`config.mk`:
```
export PLATFORM = sky130hd
export DESIGN_NAME = gct_timer
export DESIGN_NICKNAME = d
export VERILOG_FILES = /design/src/rtl/gct_pkg.sv /design/src/rtl/gct_sync.sv /design/src/rtl/gct_timer.sv
export SDC_FILE = /design/constraint.sdc
export NUM_CORES = 1
export LEC_CHECK = 0
export BUFFER_PORTS_ARGS = -buffer_cell sky130_fd_sc_hd__clkbuf_2
export CAP_MARGIN = 30
export CORE_AREA = 2 2 65 67
export DETAILED_ROUTE_END_ITERATION = 6
export DIE_AREA = 0 0 67 69
export PLACE_DENSITY = 0.77
export SETUP_SLACK_MARGIN = 0.4
export SYNTH_ARGS = -nofsm -noshare
export SYNTH_HDL_FRONTEND = slang
export SYNTH_SLANG_ARGS = --single-unit
```
`constraint.sdc`:
```
create_clock -name clk -period 2.8 [get_ports clk]
set_clock_uncertainty 0.1 [all_clocks]
set_input_delay 0.56 -clock clk [delete_from_list [all_inputs] [get_ports clk]]
set_output_delay 0.56 -clock clk [all_outputs]
set_load 0.05 [all_outputs]
```
`src/rtl/gct_pkg.sv`:
```
// Package of constants for the gated 16-bit counter timer
package gct_pkg;
  localparam int GCT_COUNT_W = 16;
  localparam int GCT_BYTE_W = 8;
  localparam int GCT_PRE_W = 3;
  localparam logic [1:0] GCT_PS_DIV1 = 2'h0;
  localparam logic [1:0] GCT_PS_DIV2 = 2'h1;
  localparam logic [1:0] GCT_PS_DIV4 = 2'h2;
  localparam logic [1:0] GCT_PS_DIV8 = 2'h3;
  localparam logic [15:0] GCT_COUNT_RST = 16'h0000;
  localparam logic [15:0] GCT_COUNT_MAX = 16'hFFFF;
  localparam logic [2:0] GCT_PRE_RST = 3'h0;
  // Instruction clock is the oscillator divided by four
  localparam int GCT_INST_DIV = 4;
  localparam logic [1:0] GCT_INST_DIV_LAST = 2'h3;
  localparam int GCT_SYNC_STAGES = 3;
endpackage : gct_pkg

```
`src/rtl/gct_sync.sv`:
```
// Three-stage pin synchroniser; a change counts once stages two and three agree
`timescale 1ns/100ps
`default_nettype none
module gct_sync (
  // Clock and reset
  input wire logic clk,
  input wire logic rst_n,
  // Pin and filtered level
  input wire logic pin,
  output logic level
);
  logic [2:0] stage_reg;
  logic [2:0] stage_next;
  logic level_reg;
  logic level_next;

  always_comb begin
    stage_next = {stage_reg[1:0], pin};
    level_next = (stage_reg[1] == stage_reg[2]) ? stage_reg[2] : level_reg;
  end

  always_ff @(posedge clk or negedge rst_n) begin
    if (!rst_n) begin
      stage_reg <= 3'h0;
      level_reg <= 1'b0;
    end else begin
      stage_reg <= stage_next;
      level_reg <= level_next;
    end
  end

  assign level = level_reg;
endmodule : gct_sync
`default_nettype wire

```
`src/rtl/gct_timer.sv`:
```
// Gated 16-bit up counter with prescaler, clock select, gate and overflow flag
`timescale 1ns/100ps
`default_nettype none
module gct_timer (
  // Clock and reset
  input wire logic clk,
  input wire logic rst_n,
  // Control bits
  input wire logic timer_on,
  input wire logic clock_source_select,
  input wire logic sync_bypass_select,
  input wire logic [1:0] prescale_ratio_field,
  input wire logic gate_enable,
  input wire logic gate_invert,
  input wire logic gate_source_select,
  input wire logic comparator_sync_enable,
  input wire logic sleep_mode,
  // Pins and comparator
  input wire logic external_count_clock_pin,
  input wire logic gate_input_pin,
  input wire logic comparator_out,
  // Software access to the count
  input wire logic write_high,
  input wire logic write_low,
  input wire logic [gct_pkg::GCT_BYTE_W-1:0] write_data,
  output logic [gct_pkg::GCT_BYTE_W-1:0] count_high_byte,
  output logic [gct_pkg::GCT_BYTE_W-1:0] count_low_byte,
  // Overflow flag, its clear and the wake request
  input wire logic overflow_clear,
  output logic overflow_flag,
  output logic wake_request,
  // Time base and synchronised comparator
  output logic [gct_pkg::GCT_COUNT_W-1:0] time_base,
  output logic comparator_gate_signal
);
  import gct_pkg::*;

  logic ext_level;
  logic gate_pin_level;
  logic [1:0] inst_div_reg;
  logic [1:0] inst_div_next;
  logic ext_raw_prev_reg;
  logic ext_raw_prev_next;
  logic ext_sync_prev_reg;
  logic ext_sync_prev_next;
  logic [GCT_PRE_W-1:0] pre_reg;
  logic [GCT_PRE_W-1:0] pre_next;
  logic pre_out_prev_reg;
  logic pre_out_prev_next;
  logic cmp_sync_reg;
  logic cmp_sync_next;
  logic [GCT_COUNT_W-1:0] count_reg;
  logic [GCT_COUNT_W-1:0] count_next;
  logic ovf_reg;
  logic ovf_next;
  logic wake_reg;
  logic wake_next;
  logic src_edge;
  logic pre_out;
  logic count_tick;
  logic gate_src;
  logic gate_ok;
  logic run;
  logic sync_path;
  logic wrap;
  logic any_write;

  gct_sync u_ext_sync (
    .clk(clk),
    .rst_n(rst_n),
    .pin(external_count_clock_pin),
    .level(ext_level)
  );

  gct_sync u_gate_sync (
    .clk(clk),
    .rst_n(rst_n),
    .pin(gate_input_pin),
    .level(gate_pin_level)
  );

  // Synchronised path runs only when selected and awake; the raw pin is still
  // sampled once here for edge detection, as the asynchronous path cannot be
  // clockless inside a single-clock design.
  always_comb begin
    sync_path = clock_source_select && !sync_bypass_select && !sleep_mode;
    inst_div_next = (inst_div_reg == GCT_INST_DIV_LAST) ? 2'h0 : inst_div_reg + 2'h1;
    ext_raw_prev_next = external_count_clock_pin;
    ext_sync_prev_next = ext_level;
    if (!clock_source_select) begin
      src_edge = (inst_div_reg == GCT_INST_DIV_LAST);
    end else if (sync_path) begin
      src_edge = ext_level && !ext_sync_prev_reg;
    end else if (sync_bypass_select) begin
      src_edge = external_count_clock_pin && !ext_raw_prev_reg;
    end else begin
      src_edge = 1'b0;
    end
  end

  // Prescaler: output is the selected bit of a source-edge counter, count on its rise; at 1:1 every source edge counts
  always_comb begin
    any_write = write_high || write_low;
    pre_next = pre_reg;
    if (any_write) begin
      pre_next = GCT_PRE_RST;
    end else if (src_edge && timer_on) begin
      pre_next = pre_reg + 3'h1;
    end
    unique case (prescale_ratio_field)
      GCT_PS_DIV1: pre_out = src_edge && timer_on;
      GCT_PS_DIV2: pre_out = pre_reg[0];
      GCT_PS_DIV4: pre_out = pre_reg[1];
      GCT_PS_DIV8: pre_out = pre_reg[2];
    endcase
    pre_out_prev_next = any_write ? 1'b0 : pre_out;
  end

  // Comparator resampled on each count clock when its sync bit is set
  always_comb begin
    cmp_sync_next = cmp_sync_reg;
    if (src_edge) begin
      cmp_sync_next = comparator_out;
    end
    comparator_gate_signal = comparator_sync_enable ? cmp_sync_reg : comparator_out;
    gate_src = gate_source_select ? gate_pin_level : comparator_gate_signal;
    gate_ok = !gate_enable || (gate_src ^ gate_invert);
    run = timer_on && gate_ok;
    if (prescale_ratio_field == GCT_PS_DIV1) begin
      count_tick = pre_out;
    end else begin
      count_tick = pre_out && !pre_out_prev_reg;
    end
  end

  // Count, byte writes, overflow flag and wake
  always_comb begin
    count_next = count_reg;
    wrap = 1'b0;
    if (run && count_tick) begin
      count_next = count_reg + 16'h0001;
      wrap = (count_reg == GCT_COUNT_MAX);
    end
    if (write_high) begin
      count_next[15:8] = write_data;
      wrap = 1'b0;
    end
    if (write_low) begin
      count_next[7:0] = write_data;
      wrap = 1'b0;
    end
    ovf_next = ovf_reg;
    if (overflow_clear) begin
      ovf_next = 1'b0;
    end
    if (wrap) begin
      ovf_next = 1'b1;
    end
    wake_next = wrap && sleep_mode && clock_source_select && sync_bypass_select;
  end

  always_ff @(posedge clk or negedge rst_n) begin
    if (!rst_n) begin
      inst_div_reg <= 2'h0;
      ext_raw_prev_reg <= 1'b0;
      ext_sync_prev_reg <= 1'b0;
      pre_reg <= GCT_PRE_RST;
      pre_out_prev_reg <= 1'b0;
      cmp_sync_reg <= 1'b0;
      count_reg <= GCT_COUNT_RST;
      ovf_reg <= 1'b0;
      wake_reg <= 1'b0;
    end else begin
      inst_div_reg <= inst_div_next;
      ext_raw_prev_reg <= ext_raw_prev_next;
      ext_sync_prev_reg <= ext_sync_prev_next;
      pre_reg <= pre_next;
      pre_out_prev_reg <= pre_out_prev_next;
      cmp_sync_reg <= cmp_sync_next;
      count_reg <= count_next;
      ovf_reg <= ovf_next;
      wake_reg <= wake_next;
    end
  end

  assign count_high_byte = count_reg[15:8];
  assign count_low_byte = count_reg[7:0];
  assign time_base = count_reg;
  assign overflow_flag = ovf_reg;
  assign wake_request = wake_reg;

  AST_WRITE_HIGH: assert property (@(posedge clk) disable iff (!rst_n)
    write_high |=> count_reg[15:8] == $past(write_data))
    else $error("high byte write not taken");
  AST_WRITE_LOW: assert property (@(posedge clk) disable iff (!rst_n)
    write_low |=> count_reg[7:0] == $past(write_data))
    else $error("low byte write not taken");
  AST_UP_ONLY: assert property (@(posedge clk) disable iff (!rst_n)
    !$past(write_high) && !$past(write_low) && count_reg != $past(count_reg)
    |-> count_reg == $past(count_reg) + 16'h0001)
    else $error("count moved other than by one");
  AST_HOLD_OFF: assert property (@(posedge clk) disable iff (!rst_n)
    !timer_on && !write_high && !write_low |=> count_reg == $past(count_reg))
    else $error("count moved while off");
  AST_WRAP_FLAG: assert property (@(posedge clk) disable iff (!rst_n)
    count_reg == GCT_COUNT_MAX ##1 count_reg == GCT_COUNT_RST && !$past(write_high) && !$past(write_low)
    |-> overflow_flag)
    else $error("overflow flag not set on wrap");
  AST_FLAG_STICKY: assert property (@(posedge clk) disable iff (!rst_n)
    overflow_flag && !overflow_clear |=> overflow_flag)
    else $error("overflow flag dropped without clear");
  AST_PRE_CLEAR: assert property (@(posedge clk) disable iff (!rst_n)
    (write_high || write_low) |=> pre_reg == GCT_PRE_RST)
    else $error("prescaler not cleared by write");
  AST_INST_RATE: assert property (@(posedge clk) disable iff (!rst_n)
    !clock_source_select && prescale_ratio_field == GCT_PS_DIV1 && run && count_tick
    |=> !count_tick [*3])
    else $error("internal clock ticks faster than one in four");
  AST_WAKE_ASYNC: assert property (@(posedge clk) disable iff (!rst_n)
    wake_request |-> $past(sync_bypass_select) && $past(clock_source_select) && overflow_flag)
    else $error("wake outside asynchronous external mode");
  AST_SLEEP_SYNC: assert property (@(posedge clk) disable iff (!rst_n)
    sleep_mode && clock_source_select && !sync_bypass_select |-> !src_edge)
    else $error("synchronised path counted in sleep");
  AST_TIME_BASE: assert property (@(posedge clk) disable iff (!rst_n)
    time_base == {count_high_byte, count_low_byte})
    else $error("time base differs from count");
  AST_CMP_GATE: assert property (@(posedge clk) disable iff (!rst_n)
    !comparator_sync_enable |-> comparator_gate_signal == comparator_out)
    else $error("unsynchronised comparator not passed through");
endmodule : gct_timer
`default_nettype wire

```
==> flow_summary_export.csv, run 1 <==
group,metric,value,unit
logic_synthesis,synth.distinct_cells,42,
cts,cts_resized,0,
pwr,p_leak,0.993,nW
global_route,met2_usage,31.7,%
logic_synthesis,yosysSeqAreaShare,45.0,%
cells_and_area,largest_reg_flops,16,
logic_synthesis,synth_flop_cell,"dfrtp_1",
cells_and_area,n_antenna_cell,0,
timing,slew_viol_final,0,
route,ant_nets,0,
placed_design,dp_slack,0.393,ns
placed_design,placed_area,2100,um^2
global_route,grtUsageMet1,29.2,%
worst_setup_path,path_cells,"ha_1 -> nor2b_1 -> a211o_2 -> a31oi_4 -> o21ai_0 -> a31oi_1",
route,viasPerCell,5.80,
global_route,overflow,0,
route,dr.pass1.iters,4,
worst_setup_path,worst_setup_path_start_kind,"flop",
timing,tightest_slew,0.832,ns
placed_design,hpwl,3240,um
timing,setup_tns,0,ns
worst_setup_path,crit_fanout,24,
cts,cts.sinks,34,
floorplanning,num_rows,23,
timing,setup_violations,0,
floorplanning,core_area,3910,um^2
floorplanning,die_x,67,um
pwr,ir_worst_vdd,366,uV
cells_and_area,final_util,56.5,%
timing,post-route-period-util,78.1,%
route,finalWirelength,4450,um
timing,setup_slack,0.612,ns
cts,numCtsBuffers,5,
global_route,grtUsageMet3,5.06,%
timing,rsz0062_at_grt,"false",
logic_synthesis,synth_area,1890,um^2
status,status,"finished clean",
logic_synthesis,synth_area_per_cell,9.59,um^2
global_route,grt-busiest-layer,"met2",
logic_synthesis,ys_warn_count,0,
cells_and_area,final_common_cell,"clkbuf_2",
cts,clk_latency,0.29,ns
logic_synthesis,netlist_instances,197,
run,cap_violations,0,
logic_synthesis,ys_seq_elements,34,
timing,hold_violations,0,
cells_and_area,nets,270,
route,wire_per_inst,15.3,um
cts,cts_tree,"yes",
pwr,power,1.37,mW
logic_synthesis,syn-num-nets,226,
route,drc,0,
logic_synthesis,synthArstFlopShare,100,%
worst_setup_path,worstSetupPathType,"reg -> reg",
worst_setup_path,end_kind,"flop",
cts,post_cts_buffers,0,
worst_setup_path,crit_path_max_incr_delay,0.53,ns
worst_setup_path,reg2reg_depth,6,
floorplanning,ios,61,
logic_synthesis,synth-edff-count,0,
timing,fin_crit,2.19,ns
cts,clock-root-buffer,"clkbuf_8",
worst_setup_path,cp_slowest_cell,"a31oi_4",
placed_design,place_inst,284,
cells_and_area,final_cell_mix,"60 x clkbuf_2, 34 x dfrtp_1, 24 x nor2_1",
global_route,grt_use_total,20.9,%
cts,clkSlewWorstSetupHoldPaths,0.08,ns
cts,htree_levels,2,
cts,clockBufferDepth,2,
route,first_iter_violations,121,
worst_setup_path,cp.required,2.91,ns
cells_and_area,fillers,380,
global_route,grt_pass1_wl,7390,um
pwr,powerDensity,620,nW/um^2
cells_and_area,finalNonFillerCells,292,
global_route,grt_pass1_vias,1538,
global_route,grt_max_degree,35,
placed_design,port_buffers,60,
floorplanning,dieArea,4620,um^2
cells_and_area,syn_to_final_growth,17.0,%
floorplanning,start_util,48.3,%
worst_hold_path,hold_class,"in -> async",
worst_setup_path,worst_ep_arrival_time,2.30,ns
route,vias,1695,
cells_and_area,final_area,2210,um^2
worst_setup_path,r2r_slack,0.61,ns
cts,hold_buffers,0,
cells_and_area,drive_above_1_share,31.0,%
timing,fmax,0.457,GHz
placed_design,place.gp.congestion,0.824,
floorplanning,fp.dieH,69,um
timing,slew_headroom,44.5,%
global_route,antenna_found_initial,0,
timing,whs,0.251,ns
==> synth_stat cells, types with 4 or more instances <==
library cell / count / share of area (%)
or3_1: 4 / 1.3
nand2_1: 6 / 1.2
a31oi_1: 15 / 5.0
o21ai_0: 6 / 1.6
nand4_1: 6 / 2.0
buf_4: 16 / 6.4
nor2_1: 24 / 4.8
clkbuf_1: 4 / 0.79
o31ai_1: 7 / 2.8
nand3_1: 13 / 3.4
dfrtp_1: 34 / 45
inv_1: 9 / 1.8
or4_1: 7 / 2.8
nor3_1: 4 / 1.1
==> path summary, 6_finish.rpt <==
path,start,end
worst max register to register,inst_div_reg[0]$_DFF_PN0_,time_base[3]$_DFFE_PN0P_
worst min register to register,u_gate_sync.stage_reg[0]$_DFF_PN0_,u_gate_sync.stage_reg[1]$_DFF_PN0_
worst min-delay path,rst_n,u_gate_sync.stage_reg[0]$_DFF_PN0_
max in group asynchronous,rst_n,pre_out_prev_reg$_DFF_PN0_
min in group clk,u_gate_sync.stage_reg[0]$_DFF_PN0_,u_gate_sync.stage_reg[1]$_DFF_PN0_
worst max-delay path,inst_div_reg[0]$_DFF_PN0_,time_base[3]$_DFFE_PN0P_
==> where the power goes <==
part           switching, mW  internal, mW  leakage [nW]
clock                  0.196         0.265        0.0504
sequential            0.0430         0.523         0.403
combinational          0.260        0.0833         0.539
==> worst max-delay path, delay by kind of cell (launching register included) <==
family / cells / cell delay, ns
fa+ha+maj: 1 / 0.21
compound gates: 4 / 1.27
flops: 1 / 0.38
simple gates: 1 / 0.13
==> cell families after synthesis <==
group,synth area share (%)
mux,2.19
fa+ha+maj,3.05
xor+xnor,1.39
buf+inv,10.1
compound gates,16.0
simple gates,22.3
flops,45.0
==> layer usage <==
metal  up-vias  wire, um
met2        53      2170
met4         0        53
li1        807         -
met3         6       251
met5         -         0
met1       829      1980
==> layout make-up <==
class / instances / area (um^2) / area share, %
Multi-Input combinational cell: 131 / 848 / 38.4
Clock buffer: 5 / 68.8 / 3.11
Tap cell: 50 / 62.6 / 2.83
Clock inverter: 3 / 45.0 / 2.04
Sequential cell: 34 / 851 / 38.5
Timing Repair Buffer: 60 / 300 / 13.6
Inverter: 9 / 33.8 / 1.53
(Power assumes the default switching activity.)
==> run 2: changes to the inputs <==
--- a/config.mk
+++ b/config.mk
@@ -7,10 +7,10 @@
 export LEC_CHECK = 0
 export BUFFER_PORTS_ARGS = -buffer_cell sky130_fd_sc_hd__clkbuf_2
 export CAP_MARGIN = 30
-export CORE_AREA = 2 2 65 67
+export CORE_AREA = 2 2 68 70
 export DETAILED_ROUTE_END_ITERATION = 6
-export DIE_AREA = 0 0 67 69
-export PLACE_DENSITY = 0.77
+export DIE_AREA = 0 0 70 72
+export PLACE_DENSITY = 0.74
 export SETUP_SLACK_MARGIN = 0.4
 export SYNTH_ARGS = -nofsm -noshare
 export SYNTH_HDL_FRONTEND = slang
==> constraint.sdc (replaced) <==
create_clock -name clk -period 1.9 [get_ports clk]
set_clock_uncertainty 0.1 [all_clocks]
set_input_delay 0.38 -clock clk [delete_from_list [all_inputs] [get_ports clk]]
set_output_delay 0.38 -clock clk [all_outputs]
set_load 0.05 [all_outputs]
==> run 2 against run 1 <==
Net effect: the flow now finishes with violations (setup timing); largest cell class is now non-clock buffers; total power is 90% higher; cell area is 52% higher; sequential share of layout area is 13 points lower; largest power group is now combinational cells; worst setup slack worse by 0.84 ns; utilization grew 22 points; maximum frequency is 2.8% higher; sequential cell count did not move; first-iteration DRC count increased by 120%.
==> flow_summary_export.csv, run 2 (synthesis results as in run 1) <==
group,metric,value,unit
worst_setup_path,cp.required,1.99,ns
placed_design,hpwl,3880,um
timing,tightest_slew,0.645,ns
route,wl_met3,635,um
worst_setup_path,worst_setup_path_start_kind,"flop",
worst_setup_path,cp_num_buf_inv,1,
floorplanning,fp.dieH,72,um
cells_and_area,fillers,229,
placed_design,port_buffers,60,
cells_and_area,n_antenna_cell,0,
worst_hold_path,hold_class,"in -> reg",
status,status,"finished with violations",
placed_design,placed_area,2450,um^2
pwr,powerDensity,774,nW/um^2
global_route,overflow,0,
cts,htree_levels,2,
route,vias,2065,
timing,post-route-period-util,112,%
cts,clk_latency,0.30,ns
route,top_layer,"met4",
status,violations,"setup timing",
cells_and_area,drive_above_1_share,55.7,%
route,wire_per_inst,20.4,um
worst_setup_path,path_cells,"ha_2 -> nor2b_4 -> a211o_4 -> a31oi_4 -> buf_4 -> o21ai_1 -> a31oi_1",
cts,cts_tree,"yes",
timing,setup_tns,-2.03,ns
global_route,grt_pass1_vias,2002,
worst_setup_path,crit_path_max_incr_delay,0.41,ns
timing,fin_crit,2.13,ns
worst_setup_path,crit_family,"compound AO/OA/AOI/OAI gates",
route,finalWirelength,7010,um
global_route,antenna_found_initial,0,
global_route,grt_pass1_wl,9920,um
cells_and_area,largest_reg_flops,16,
floorplanning,die_x,70,um
floorplanning,num_rows,24,
route,wl_met1,2840,um
timing,setup_violations,16,
worst_setup_path,r2r_slack,-0.23,ns
pwr,ir_worst_vdd,607,uV
cells_and_area,final_common_cell,"clkbuf_2",
route,ant_nets,0,
global_route,grt_use_total,25.6,%
worst_setup_path,crit_fanout,8,
pwr,power,2.60,mW
timing,rsz0062_at_grt,"true",
placed_design,place.gp.congestion,0.803,
worst_setup_path,end_kind,"flop",
timing,slew_viol_final,0,
route,first_iter_violations,266,
timing,slew_headroom,57.0,%
cts,clock-root-buffer,"clkbuf_8",
timing,setup_slack,-0.228,ns
pwr,p_leak,1.49,nW
floorplanning,dieArea,5040,um^2
timing,fmax,0.470,GHz
route,wl_met2,3350,um
cts,numCtsBuffers,5,
global_route,grt_max_degree,21,
worst_setup_path,worst_ep_arrival_time,2.22,ns
floorplanning,core_area,4260,um^2
cells_and_area,nets,319,
floorplanning,ios,61,
cells_and_area,final_cell_mix,"31 x clkbuf_2, 26 x buf_4, 23 x nor2_1, 23 x dfrtp_1, 18 x buf_6",
cells_and_area,final_util,78.8,%
cts,clockBufferDepth,2,
timing,whs,0.0861,ns
cts,clkSlewWorstSetupHoldPaths,0.07,ns
timing,hold_violations,0,
cts,cts.sinks,34,
worst_setup_path,worstSetupPathType,"reg -> reg",
cells_and_area,syn_to_final_growth,77.7,%
route,viasPerCell,6.02,
route,dr.pass1.iters,5,
floorplanning,start_util,44.3,%
cells_and_area,final_area,3360,um^2
worst_setup_path,cp_slowest_cell,"dfrtp_1",
run,cap_violations,0,
route,drc,0,
-- run 2: cell type report --
class / instances / area [um^2] / share of cell area (%)
flip-flops and latches: 34 / 865 / 25.7
multi-input cells: 131 / 1080 / 32.1
repair buffers: 109 / 1170 / 34.9
clock buffers: 6 / 82.6 / 2.46
well taps: 52 / 65.1 / 1.94
clock inverters: 2 / 60.1 / 1.79
inverters: 9 / 36.3 / 1.08
-- run 2: routing by layer --
layer / global-route usage [%] / vias to the layer above
met5: 0 / -
met4: 11.5 / 0
met3: 6.39 / 28
met2: 42.0 / 143
met1: 32.1 / 987
li1: - / 907
-- run 2: path summary, 6_finish.rpt --
| path | from | to | cells past startpoint |
|---|---|---|---|
| max | inst_div_reg[0]$_DFF_PN0_ | time_base[15]$_DFFE_PN0P_ | 7 |
| min | gate_input_pin | u_gate_sync.stage_reg[0]$_DFF_PN0_ | 1 |
| max reg2reg | inst_div_reg[0]$_DFF_PN0_ | time_base[15]$_DFFE_PN0P_ | 7 |
| min reg2reg | u_gate_sync.stage_reg[0]$_DFF_PN0_ | u_gate_sync.stage_reg[1]$_DFF_PN0_ | 0 |
| max in group asynchronous | rst_n | pre_reg[1]$_DFFE_PN0P_ | 3 |
| min in group asynchronous | rst_n | cmp_sync_reg$_DFFE_PN0N_ | 2 |
-- run 2: metrics by stage --
| step | std cells | setup slack, ns |
|---|---|---|
| floorplan | 197 | -0.110 |
| CTS | 336 | -0.138 |
| finish | 343 | -0.228 |
| detailed placement | 320 | -0.196 |
| global route | 343 | -0.237 |
| global placement | 320 | -0.160 |
-- run 2: power breakdown --
part	internal (mW)	switching [mW]	total, mW
Combinational	0.417	0.524	0.941
Clock	0.560	0.273	0.832
Sequential	0.776	0.0488	0.825
-- run 2: worst reg2reg max path, stage by stage (launching register included) --
cell and delay [ns]:
dfrtp_1 0.41, ha_2 0.20, nor2b_4 0.12, a211o_4 0.29, a31oi_4 0.32, buf_4 0.22
o21ai_1 0.10, a31oi_1 0.27
-- run 2: timing repair --
item                                    4_1_cts  5_1_grt
buffers inserted                              7        7
resized for setup                            91       43
endpoints found under the hold margin        18        0
cloned                                        0        0
pin swaps                                    22       14
hold buffers                                  1        0
endpoints found under the setup margin       48       48
